[config.mk]
export PLATFORM = sky130hd
export DESIGN_NAME = gppa_port
export DESIGN_NICKNAME = d
export VERILOG_FILES = /design/src/gppa_port.v
export VERILOG_INCLUDE_DIRS = /design/src /design/src/src
export SDC_FILE = /design/constraint.sdc
export NUM_CORES = 1
export LEC_CHECK = 0
export BUFFER_PORTS_ARGS = -buffer_cell sky130_fd_sc_hd__buf_2
export CAP_MARGIN = 25
export CELL_PAD_IN_SITES_DETAIL_PLACEMENT = 2
export CELL_PAD_IN_SITES_GLOBAL_PLACEMENT = 2
export CORE_UTILIZATION = 39
export DETAILED_ROUTE_END_ITERATION = 7
export MAX_ROUTING_LAYER = met4
export PLACE_DENSITY_LB_ADDON = 0.1
export SYNTH_ARGS = -nofsm -noshare
export SYNTH_HDL_FRONTEND = slang
export SYNTH_SLANG_ARGS = --single-unit
[constraint.sdc]
create_clock -name ref_clk_i -period 17.4 [get_ports ref_clk_i]
set_input_delay 3.48 -clock ref_clk_i [delete_from_list [all_inputs] [get_ports ref_clk_i]]
set_output_delay 3.48 -clock ref_clk_i [all_outputs]
set_load 0.01 [all_outputs]
[src/gppa_defs.vh]
`ifndef GPPA_DEFS_VH
`define GPPA_DEFS_VH

// ==================================================================
// Register byte offsets (address bits [7:0] are decoded).
`define GPPA_OFF_GLOBAL   8'h00
`define GPPA_OFF_P1_LATCH 8'h04
`define GPPA_OFF_P3_LATCH 8'h08
`define GPPA_OFF_P1_PINS  8'h0c
`define GPPA_OFF_P3_PINS  8'h10
`define GPPA_OFF_SCTL     8'h14
`define GPPA_OFF_SDAT     8'h18

// ==================================================================
// Field positions.
`define GPPA_GC_P1_PUD    0
`define GPPA_GC_P3_PUD    1
`define GPPA_SC_RXDONE    0
`define GPPA_SC_TXDONE    1
`define GPPA_SC_RB8       2
`define GPPA_SC_TB8       3
`define GPPA_SC_REN       4
`define GPPA_SC_MODE_LO   6
`define GPPA_SC_MODE_HI   7

// ==================================================================
// Reset values.
`define GPPA_GC_RST       2'h0
`define GPPA_LATCH_RST    8'hff
`define GPPA_SCTL_RST     8'h00
`define GPPA_SDAT_RST     8'h00

// ==================================================================
// Serial modes and timing.
`define GPPA_MODE_SYNC    2'h0
`define GPPA_MODE_ASYNC8  2'h1
`define GPPA_SYNC_DIV     16'h000c
`define GPPA_SYNC_HALF    16'h0006
`define GPPA_SYNC_BITS    4'h8
`define GPPA_TX8_BITS     4'ha
`define GPPA_TX9_BITS     4'hb
`define GPPA_RX8_BITS     4'h9
`define GPPA_RX9_BITS     4'ha

`endif

[src/gppa_port.v]
// Functional notes
// [RQ1] Each pin has data in, data out and an active-low output enable; the pad output enables port1_pad_oe_o and port3_pad_oe_o are active-high.
// [RQ2] Output 0 is sunk actively; output 1 is held by the weak pullup.
// [RQ3] Enable is data-out AND two-clock delayed data-out; drives 1 briefly.
// [RQ4] Firmware sets data-out to 1 to use a pin as input.
// [RQ5] Per-port pullup-disable bit makes a released 1 go high impedance.
// [RQ6] After reset every pin is an input with pullups enabled.
// [RQ7] Port-3 bits 0 and 1 become inputs once reset is released.
// [RQ8] Port-3 alternate inputs come straight from pad data in; still readable.
// [RQ9] Port-3 data-out is port latch AND that bit's alternate output.
// [RQ10] Unused alternate outputs idle at logic 1.
// [RQ11] Serial mode 0: data on port-3 bit 0, clock/12 on bit 1.
// [RQ12] Modes 1 to 3: receive on bit 0, transmit on bit 1, full duplex.
// [RQ13] Transmission starts only on serial buffer write; outputs idle high.
// [RQ14] Receive-enable bit gates reception; general input use is harmless.
// [RQ15] Firmware sets serial pin latch to 1 and avoids the serial buffer.
// [RQ16] Pullup-disable bits reset to 0; delay stages reset to idle state.
//
// The placing of the registers and the AHB-Lite slave port were left to the implementer.
`timescale 1ns/10ps
`include "gppa_defs.vh"

module gppa_port #(
    parameter [15:0] BAUD_CYCLES = 16'h0010
) (
    // Clock and reset.
    input  wire        ref_clk_i,
    input  wire        arst_n_i,
    // AHB-Lite slave.
    input  wire        hsel_i,
    input  wire [31:0] haddr_i,
    input  wire [1:0]  htrans_i,
    input  wire        hwrite_i,
    input  wire [2:0]  hsize_i,
    input  wire [31:0] hwdata_i,
    input  wire        hready_i,
    output wire        hreadyout_o,
    output wire        hresp_o,
    output reg  [31:0] hrdata_o,
    // Port 1 pads.
    input  wire [7:0]  port1_pad_data_in_i,
    output wire [7:0]  port1_pad_data_out_o,
    output wire [7:0]  port1_pad_oe_o,
    output wire        port1_pullup_en_o,
    // Port 3 pads.
    input  wire [7:0]  port3_pad_data_in_i,
    output wire [7:0]  port3_pad_data_out_o,
    output wire [7:0]  port3_pad_oe_o,
    output wire        port3_pullup_en_o,
    // Port 3 alternates for internal units (bits 1:0 belong to the UART).
    input  wire [7:2]  port3_alt_out_i,
    output wire [7:0]  port3_alt_in_o
);

    // ==================================================================
    // State encodings.
    localparam [2:0] TX_IDLE  = 3'b001;
    localparam [2:0] TX_SYNC  = 3'b010;
    localparam [2:0] TX_ASYNC = 3'b100;
    localparam [2:0] RX_IDLE  = 3'b001;
    localparam [2:0] RX_START = 3'b010;
    localparam [2:0] RX_DATA  = 3'b100;

    // Active-low pad enable: low drives the pin, high listens.
    function [7:0] gppa_pad_en_n;
        input [7:0] dout;
        input [7:0] dout_d2;
        begin
            gppa_pad_en_n = dout & dout_d2;
        end
    endfunction

    // ==================================================================
    // Reset release.
    reg rst_meta_reg;
    reg rst_n_reg;

    // Reset asserts at once and releases two edges later.
    always @(posedge ref_clk_i or negedge arst_n_i) begin
        if (!arst_n_i) begin
            rst_meta_reg <= 1'b0;
            rst_n_reg    <= 1'b0;
        end else begin
            rst_meta_reg <= 1'b1;
            rst_n_reg    <= rst_meta_reg;
        end
    end

    // ==================================================================
    // Pin input synchronisers.
    reg [7:0] p1_meta_reg;
    reg [7:0] p1_sync_reg;
    reg [7:0] p3_meta_reg;
    reg [7:0] p3_sync_reg;

    // Pins are asynchronous; only the second stage is used.
    always @(posedge ref_clk_i or negedge rst_n_reg) begin
        if (!rst_n_reg) begin
            p1_meta_reg <= `GPPA_LATCH_RST;
            p1_sync_reg <= `GPPA_LATCH_RST;
            p3_meta_reg <= `GPPA_LATCH_RST;
            p3_sync_reg <= `GPPA_LATCH_RST;
        end else begin
            p1_meta_reg <= port1_pad_data_in_i;
            p1_sync_reg <= p1_meta_reg;
            p3_meta_reg <= port3_pad_data_in_i;
            p3_sync_reg <= p3_meta_reg;
        end
    end

    // Alternate inputs bypass the latch, the port read sees them too.
    assign port3_alt_in_o = p3_sync_reg; // RQ8

    // ==================================================================
    // Register file.
    reg  [1:0]  gc_reg;
    reg  [7:0]  p1_latch_reg;
    reg  [7:0]  p3_latch_reg;
    reg  [7:0]  sctl_reg;
    reg  [7:0]  sdat_rx_reg;
    reg         wr_pend_reg;
    reg  [7:0]  wr_addr_reg;
    reg         rx_done_set;
    reg         tx_done_set;
    reg         rb8_val;
    reg  [7:0]  rx_byte;
    wire        addr_ok;
    wire        wr_now;
    wire        sdat_wr;
    wire [1:0]  mode;
    reg  [31:0] rd_next;

    // Zero-wait slave: every transfer completes with OKAY.
    assign hreadyout_o = 1'b1;
    assign hresp_o     = 1'b0;
    assign addr_ok     = hsel_i & hready_i & htrans_i[1];
    assign wr_now      = wr_pend_reg;
    assign sdat_wr     = wr_now & (wr_addr_reg == `GPPA_OFF_SDAT);
    assign mode        = sctl_reg[`GPPA_SC_MODE_HI:`GPPA_SC_MODE_LO];

    // Read data is decoded in the address phase; unmapped reads are zero.
    always @* begin
        rd_next = 32'h0000_0000;
        case (haddr_i[7:0])
            `GPPA_OFF_GLOBAL:   rd_next[1:0] = gc_reg;
            `GPPA_OFF_P1_LATCH: rd_next[7:0] = p1_latch_reg;
            `GPPA_OFF_P3_LATCH: rd_next[7:0] = p3_latch_reg;
            `GPPA_OFF_P1_PINS:  rd_next[7:0] = p1_sync_reg;
            `GPPA_OFF_P3_PINS:  rd_next[7:0] = p3_sync_reg;
            `GPPA_OFF_SCTL:     rd_next[7:0] = sctl_reg;
            `GPPA_OFF_SDAT:     rd_next[7:0] = sdat_rx_reg;
            default:            rd_next = 32'h0000_0000;
        endcase
    end

    // Address phase capture, data phase write; done flags set over clear.
    always @(posedge ref_clk_i or negedge rst_n_reg) begin
        if (!rst_n_reg) begin
            wr_pend_reg  <= 1'b0;
            wr_addr_reg  <= 8'h00;
            hrdata_o     <= 32'h0000_0000;
            gc_reg       <= `GPPA_GC_RST;    // RQ16
            p1_latch_reg <= `GPPA_LATCH_RST; // RQ6
            p3_latch_reg <= `GPPA_LATCH_RST; // RQ7
            sctl_reg     <= `GPPA_SCTL_RST;
            sdat_rx_reg  <= `GPPA_SDAT_RST;
        end else begin
            wr_pend_reg <= addr_ok & hwrite_i;
            wr_addr_reg <= haddr_i[7:0];
            if (addr_ok & ~hwrite_i) begin
                hrdata_o <= rd_next;
            end
            if (wr_now) begin
                case (wr_addr_reg)
                    `GPPA_OFF_GLOBAL:   gc_reg <= hwdata_i[1:0];
                    `GPPA_OFF_P1_LATCH: p1_latch_reg <= hwdata_i[7:0];
                    `GPPA_OFF_P3_LATCH: p3_latch_reg <= hwdata_i[7:0];
                    `GPPA_OFF_SCTL:     sctl_reg <= hwdata_i[7:0];
                    default:            gc_reg <= gc_reg;
                endcase
            end
            if (rx_done_set) begin
                sctl_reg[`GPPA_SC_RXDONE] <= 1'b1;
                sctl_reg[`GPPA_SC_RB8]    <= rb8_val;
                sdat_rx_reg               <= rx_byte;
            end
            if (tx_done_set) begin
                sctl_reg[`GPPA_SC_TXDONE] <= 1'b1;
            end
        end
    end

    // ==================================================================
    // Serial transmitter.
    reg [2:0]  tx_state_reg;
    reg [15:0] tx_cnt_reg;
    reg [3:0]  tx_bits_reg;
    reg [10:0] tx_sr_reg;
    reg        alt0_reg;
    reg        alt1_reg;

    // Alternate outputs rest at 1 until the serial buffer is written.
    always @(posedge ref_clk_i or negedge rst_n_reg) begin
        if (!rst_n_reg) begin
            tx_state_reg <= TX_IDLE;
            tx_cnt_reg   <= 16'h0000;
            tx_bits_reg  <= 4'h0;
            tx_sr_reg    <= 11'h7ff;
            alt0_reg     <= 1'b1; // RQ10
            alt1_reg     <= 1'b1; // RQ10
            tx_done_set  <= 1'b0;
        end else begin
            tx_done_set <= 1'b0;
            case (tx_state_reg)
                TX_IDLE: begin
                    alt0_reg <= 1'b1;
                    alt1_reg <= 1'b1;
                    tx_cnt_reg  <= 16'h0000;
                    tx_bits_reg <= 4'h0;
                    if (sdat_wr) begin // RQ13
                        if (mode == `GPPA_MODE_SYNC) begin
                            tx_sr_reg    <= {3'b111, hwdata_i[7:0]};
                            tx_state_reg <= TX_SYNC;
                        end else begin
                            tx_sr_reg <= {1'b1,
                                ((mode == `GPPA_MODE_ASYNC8) |
                                 sctl_reg[`GPPA_SC_TB8]),
                                hwdata_i[7:0], 1'b0};
                            tx_state_reg <= TX_ASYNC;
                        end
                    end
                end
                TX_SYNC: begin
                    // Data on bit 0, clock low then high each 12 cycles.
                    alt0_reg <= tx_sr_reg[0]; // RQ11
                    alt1_reg <= (tx_cnt_reg >= `GPPA_SYNC_HALF); // RQ11
                    if (tx_cnt_reg == `GPPA_SYNC_DIV - 16'h0001) begin
                        tx_cnt_reg  <= 16'h0000;
                        tx_sr_reg   <= {1'b1, tx_sr_reg[10:1]};
                        tx_bits_reg <= tx_bits_reg + 4'h1;
                        if (tx_bits_reg == `GPPA_SYNC_BITS - 4'h1) begin
                            tx_state_reg <= TX_IDLE;
                            tx_done_set  <= 1'b1;
                        end
                    end else begin
                        tx_cnt_reg <= tx_cnt_reg + 16'h0001;
                    end
                end
                TX_ASYNC: begin
                    // Frame leaves on bit 1; bit 0 stays free for receive.
                    alt0_reg <= 1'b1;
                    alt1_reg <= tx_sr_reg[0]; // RQ12
                    if (tx_cnt_reg == BAUD_CYCLES - 16'h0001) begin
                        tx_cnt_reg  <= 16'h0000;
                        tx_sr_reg   <= {1'b1, tx_sr_reg[10:1]};
                        tx_bits_reg <= tx_bits_reg + 4'h1;
                        if (tx_bits_reg == ((mode == `GPPA_MODE_ASYNC8) ?
                                `GPPA_TX8_BITS : `GPPA_TX9_BITS) - 4'h1)
                        begin
                            tx_state_reg <= TX_IDLE;
                            tx_done_set  <= 1'b1;
                        end
                    end else begin
                        tx_cnt_reg <= tx_cnt_reg + 16'h0001;
                    end
                end
                default: tx_state_reg <= TX_IDLE;
            endcase
        end
    end

    // ==================================================================
    // Serial receiver (modes 1 to 3), independent of the transmitter.
    reg  [2:0]  rx_state_reg;
    reg  [15:0] rx_cnt_reg;
    reg  [3:0]  rx_bits_reg;
    reg  [9:0]  rx_sr_reg;
    wire        rx_pin;
    wire        rx_go;

    assign rx_pin = p3_sync_reg[0];
    // Without the receive enable the pin is ignored entirely.
    assign rx_go  = sctl_reg[`GPPA_SC_REN] &
                    (mode != `GPPA_MODE_SYNC); // RQ14

    always @(posedge ref_clk_i or negedge rst_n_reg) begin
        if (!rst_n_reg) begin
            rx_state_reg <= RX_IDLE;
            rx_cnt_reg   <= 16'h0000;
            rx_bits_reg  <= 4'h0;
            rx_sr_reg    <= 10'h000;
            rx_done_set  <= 1'b0;
            rx_byte      <= 8'h00;
            rb8_val      <= 1'b0;
        end else begin
            rx_done_set <= 1'b0;
            case (rx_state_reg)
                RX_IDLE: begin
                    rx_cnt_reg  <= 16'h0000;
                    rx_bits_reg <= 4'h0;
                    if (rx_go & ~rx_pin) begin // RQ12
                        rx_state_reg <= RX_START;
                    end
                end
                RX_START: begin
                    // Recheck the start bit mid-bit to reject glitches.
                    if (!rx_go) begin
                        rx_state_reg <= RX_IDLE;
                    end else if (rx_cnt_reg == {1'b0, BAUD_CYCLES[15:1]}) begin
                        rx_cnt_reg   <= 16'h0000;
                        rx_state_reg <= rx_pin ? RX_IDLE : RX_DATA;
                    end else begin
                        rx_cnt_reg <= rx_cnt_reg + 16'h0001;
                    end
                end
                RX_DATA: begin
                    if (!rx_go) begin
                        rx_state_reg <= RX_IDLE;
                    end else if (rx_cnt_reg == BAUD_CYCLES - 16'h0001) begin
                        rx_cnt_reg             <= 16'h0000;
                        rx_sr_reg[rx_bits_reg] <= rx_pin;
                        rx_bits_reg            <= rx_bits_reg + 4'h1;
                        if (rx_bits_reg == ((mode == `GPPA_MODE_ASYNC8) ?
                                `GPPA_RX8_BITS : `GPPA_RX9_BITS) - 4'h1)
                        begin
                            rx_state_reg <= RX_IDLE;
                            rx_done_set  <= 1'b1;
                            rx_byte      <= rx_sr_reg[7:0];
                            rb8_val      <= (mode == `GPPA_MODE_ASYNC8) ?
                                            rx_pin : rx_sr_reg[8];
                        end
                    end else begin
                        rx_cnt_reg <= rx_cnt_reg + 16'h0001;
                    end
                end
                default: rx_state_reg <= RX_IDLE;
            endcase
        end
    end

    // ==================================================================
    // Pad drive.
    reg  [7:0] p1_do_reg;
    reg  [7:0] p1_d1_reg;
    reg  [7:0] p1_d2_reg;
    reg  [7:0] p3_do_reg;
    reg  [7:0] p3_d1_reg;
    reg  [7:0] p3_d2_reg;
    wire [7:0] p3_alt;
    wire [7:0] p1_en_n;
    wire [7:0] p3_en_n;

    assign p3_alt = {port3_alt_out_i, alt1_reg, alt0_reg};

    // Delay stages idle at 1 so the pads come out of reset listening.
    always @(posedge ref_clk_i or negedge rst_n_reg) begin
        if (!rst_n_reg) begin
            p1_do_reg <= `GPPA_LATCH_RST; // RQ6
            p1_d1_reg <= `GPPA_LATCH_RST; // RQ16
            p1_d2_reg <= `GPPA_LATCH_RST; // RQ16
            p3_do_reg <= `GPPA_LATCH_RST; // RQ7
            p3_d1_reg <= `GPPA_LATCH_RST;
            p3_d2_reg <= `GPPA_LATCH_RST;
        end else begin
            p1_do_reg <= p1_latch_reg;
            p3_do_reg <= p3_latch_reg & p3_alt; // RQ9
            p1_d1_reg <= p1_do_reg;
            p1_d2_reg <= p1_d1_reg; // RQ3
            p3_d1_reg <= p3_do_reg;
            p3_d2_reg <= p3_d1_reg; // RQ3
        end
    end

    // A 0 drives low; a new 1 drives high two clocks, then releases.
    assign p1_en_n = gppa_pad_en_n(p1_do_reg, p1_d2_reg); // RQ3
    assign p3_en_n = gppa_pad_en_n(p3_do_reg, p3_d2_reg); // RQ3

    assign port1_pad_data_out_o = p1_do_reg; // RQ1
    assign port3_pad_data_out_o = p3_do_reg; // RQ1
    assign port1_pad_oe_o       = ~p1_en_n;  // RQ2
    assign port3_pad_oe_o       = ~p3_en_n;  // RQ2

    // A released 1 floats when the port's pullup is disabled.
    assign port1_pullup_en_o = ~gc_reg[`GPPA_GC_P1_PUD]; // RQ5
    assign port3_pullup_en_o = ~gc_reg[`GPPA_GC_P3_PUD]; // RQ5

endmodule

==> qor.txt <==
status -> finished, final reports clean
area delta synth->final -> 16.3%
VDD IR-drop max -> 0.0000750 V
initial core utilization -> 40.3%
M1 GR Usage -> 26.5%
critical path fanouts, max -> 22
clk sink count -> 211
Net Switching -> 246 µW
Max Cap Violations -> 0
final hold vios -> 0
I/O Pins -> 172
Seq/Total Area, Yosys -> 58.7%
GR Layer Usage met3 -> 3.08%
Post-Syn Area per Cell -> 12.1 µm²
end of the critical path -> hrdata_o[7]$_DFFE_PN0P_
dpl cells -> 1151
CP Launch Type -> primary input
fin. max-slew vios -> 0
post-cts sizing count -> 0
Clk pwr share -> 46.9%
Setup TNS -> 0 ns
Worst-Margin Slew -> 1.11 ns
post-place setup slack -> 11.53 ns
top_reg_cell synth -> dfstp_2
CP required -> 17.82 ns
Synth Warn # -> 0
R2R setup slack -> 14.57 ns
most common cell in the netlist -> dfstp_2
Crit Path Category -> primary input to flip-flop
crit share post-route -> 31.0%
minimum clock period -> 5.40 ns
RSZ-0062 raised after global routing -> false
M2 GR Usage -> 37.4%
CTS tree -> built
largest net degree at the start of global routing -> 83
top post-synthesis cells by area -> dfstp_2 31%, dfrtp_1 27%, mux2_2 6.1%, nand2_1 3.3%, mux2i_1 2.4%
post-detail-place hpwl -> 16800 µm
Most Used Layer, Global Route -> met2
share of cells above drive strength 1 -> 37.1%
Reg2Reg Depth -> 5
critical path capture point type -> flip-flop
die height -> 156 µm
Synth cell types -> 79
combinational fraction of design power -> 4.3%
Hold Path Class -> flip-flop to flip-flop
initial antenna violation count -> 0
Synth area leader -> dfstp_2
Lkg Pwr -> 0.00462 µW
grt total ovfl -> 0
full die area -> 0.0243 mm²
core area -> 0.0229 mm²
Final GP Congestion -> 0.805
Setup Buffers After CTS -> 0
total CTS buffers -> 25
GRT Util Overall -> 21.7%
top-area cell type share of the netlist area -> 31.3%
Seq cells post-synth -> 211
clock latency at the later pin of the worst-skew pair -> 0.52 ns
final setup vio count -> 0
number of remaining DRC errors -> 0
Rel. slew slack -> 25.8%
first-pass GRT wire length -> 40200 µm
CTS Root Cell -> clkbuf_16
Vias -> 6442
chip width -> 156 µm
post-DR vias/cell -> 5.38
Crit. Startpoint -> haddr_i[2]
Mapped Area -> 0.00923 mm²
Gate Count Post-Synth -> 765
ANT nets after route -> 0
post-DR wirelength/cell -> 20.8 µm
top post-synthesis cells by count -> 110 x dfstp_2, 101 x dfrtp_1, 80 x nand2_1
Net count, final -> 972
vias in the first global route -> 7146
DRT iter0 DRCs -> 243
asr flop ratio synth -> 100%
Inserted Diodes -> 0
CTS Buffer Depth -> 3
Sequential Power Share -> 48.8%
hold buffer count at CTS -> 0
fin cells -> 1198
detailed-route wire length -> 24900 µm
Power Internal -> 820 µW
R2R Path Start -> tx_state_reg[2]$_DFFE_PN0P_
number of flops mapped to enable cells by yosys -> 0
fmax -> 0.185 GHz
1st-pass router iterations -> 4
Buffers on Ports -> 93
Reg2Reg Capture Point -> tx_bits_reg[2]$_DFFE_PN0P_
Final Worst Setup Slack -> 12.00 ns
row count -> 55
clock skew -> 0.0191 ns
Worst Path Arrival -> 5.82 ns
Sw Ratio -> 23.1%
Worst-path clk slew -> 0.06 ns
CTS H-tree depth -> 1
pwr dens -> 99.3 mW/mm²
[metal layers]
| layer | vias up | share of wire, % |
|---|---|---|
| met5 | - | 0 |
| met4 | 0 | 2.2 |
| met3 | 43 | 3.4 |
| met2 | 104 | 51 |
| met1 | 3396 | 43 |
| li1 | 2899 | - |
[cells by family after synthesis]
group	after synthesis	share of synthesized area (%)
buffers and inverters	68	4.11
adders and majority gates	9	1.22
other	2	0.0814
xor gates and xnor gates	6	0.569
AOI/OAI and AO/OA	142	10.9
muxes	77	9.22
and+or+nand+nor	250	15.2
DFF	211	58.7
[final cells by class]
class	instances	area, µm²
Fill cell	2345	12200
Multi-Input combinational cell	511	3530
Inverter	18	67.6
Sequential cell	211	5420
Clock inverter	9	53.8
Timing Repair Buffer	100	538
Clock buffer	36	738
Tap cell	313	392
[how the worst min path moves through the flow]
| stage | from | cells after the start | slack (ns) | endpoint |
|---|---|---|---|---|
| 4_1_cts | p1_meta_reg[6]$_DFF_PN1_ | 0 | 0.35 | p1_sync_reg[6]$_DFF_PN1_ |
| 3_3_place_gp | rst_meta_reg$_DFF_PN0_ | 0 | 0.34 | rst_n_reg$_DFF_PN0_ |
| 3_5_place_dp | rst_meta_reg$_DFF_PN0_ | 0 | 0.34 | rst_n_reg$_DFF_PN0_ |
| 2_1_floorplan | rst_meta_reg$_DFF_PN0_ | 0 | 0.33 | rst_n_reg$_DFF_PN0_ |
| 6_report | p1_meta_reg[6]$_DFF_PN1_ | 0 | 0.35 | p1_sync_reg[6]$_DFF_PN1_ |
| 5_1_grt | p1_d1_reg[2]$_DFF_PN1_ | 0 | 0.36 | p1_d2_reg[2]$_DFF_PN1_ |
[worst max-delay path: stages]
cell and delay (ns):
buf_2 0.43, nor2b_1 0.53, nor3b_1 0.96, a21oi_1 0.20
o21ai_0 0.21
[power by group through the flow]
| stage | clock network, µW | logic [µW] | registers (µW) |
|---|---|---|---|
| final | 500 | 46.0 | 520 |
| after global routing | 529 | 50.8 | 522 |
| after detailed placement | 0 | 45.3 | 528 |
| after CTS | 513 | 46.1 | 521 |
| after floorplan | 0 | 25.6 | 530 |
| after global placement | 0 | 43.5 | 527 |
[per-stage QoR]
stage               utilization [%]  hold WS (ns)  total power (µW)  instance area, µm²
global placement               43.2         0.341               570                9900
global route                   46.9         0.356              1100               10700
finish                         46.9         0.350              1070               10700
CTS                            46.7         0.351              1080               10700
detailed placement             43.2         0.338               574                9910
floorplan                         -         0.331               555                9320
[placed cells by master (no fill, tap or decap), types with 5 or more instances in the layout]
| master | Yosys | final |
|---|---|---|
| nor4_1 | 8 | 8 |
| dfrtp_1 | 101 | 100 |
| clkbuf_16 | 0 | 26 |
| nand4_1 | 9 | 9 |
| o22ai_1 | 7 | 7 |
| nor3_1 | 16 | 16 |
| and3_1 | 10 | 10 |
| a21oi_1 | 23 | 23 |
| nor2_1 | 33 | 33 |
| mux2i_1 | 22 | 22 |
| buf_4 | 28 | 6 |
| a31oi_1 | 13 | 13 |
| nand2b_1 | 7 | 7 |
| mux2_2 | 50 | 50 |
| and4_1 | 6 | 6 |
| and2_1 | 10 | 10 |
| o21ai_0 | 36 | 36 |
| dfstp_2 | 110 | 110 |
| nor2b_1 | 7 | 7 |
| nand3_1 | 26 | 26 |
| nor3b_1 | 5 | 5 |
| xnor2_1 | 5 | 5 |
| a22o_1 | 9 | 9 |
| conb_1 | 2 | 27 |
| inv_1 | 18 | 18 |
| clkinv_2 | 0 | 6 |
| or2_2 | 5 | 5 |
| ha_1 | 9 | 9 |
| clkbuf_1 | 11 | 5 |
| nand2_1 | 80 | 80 |
| o311ai_0 | 6 | 6 |
| clkbuf_8 | 0 | 5 |
| buf_2 | 9 | 93 |
Power figures use the tool's default switching activity.
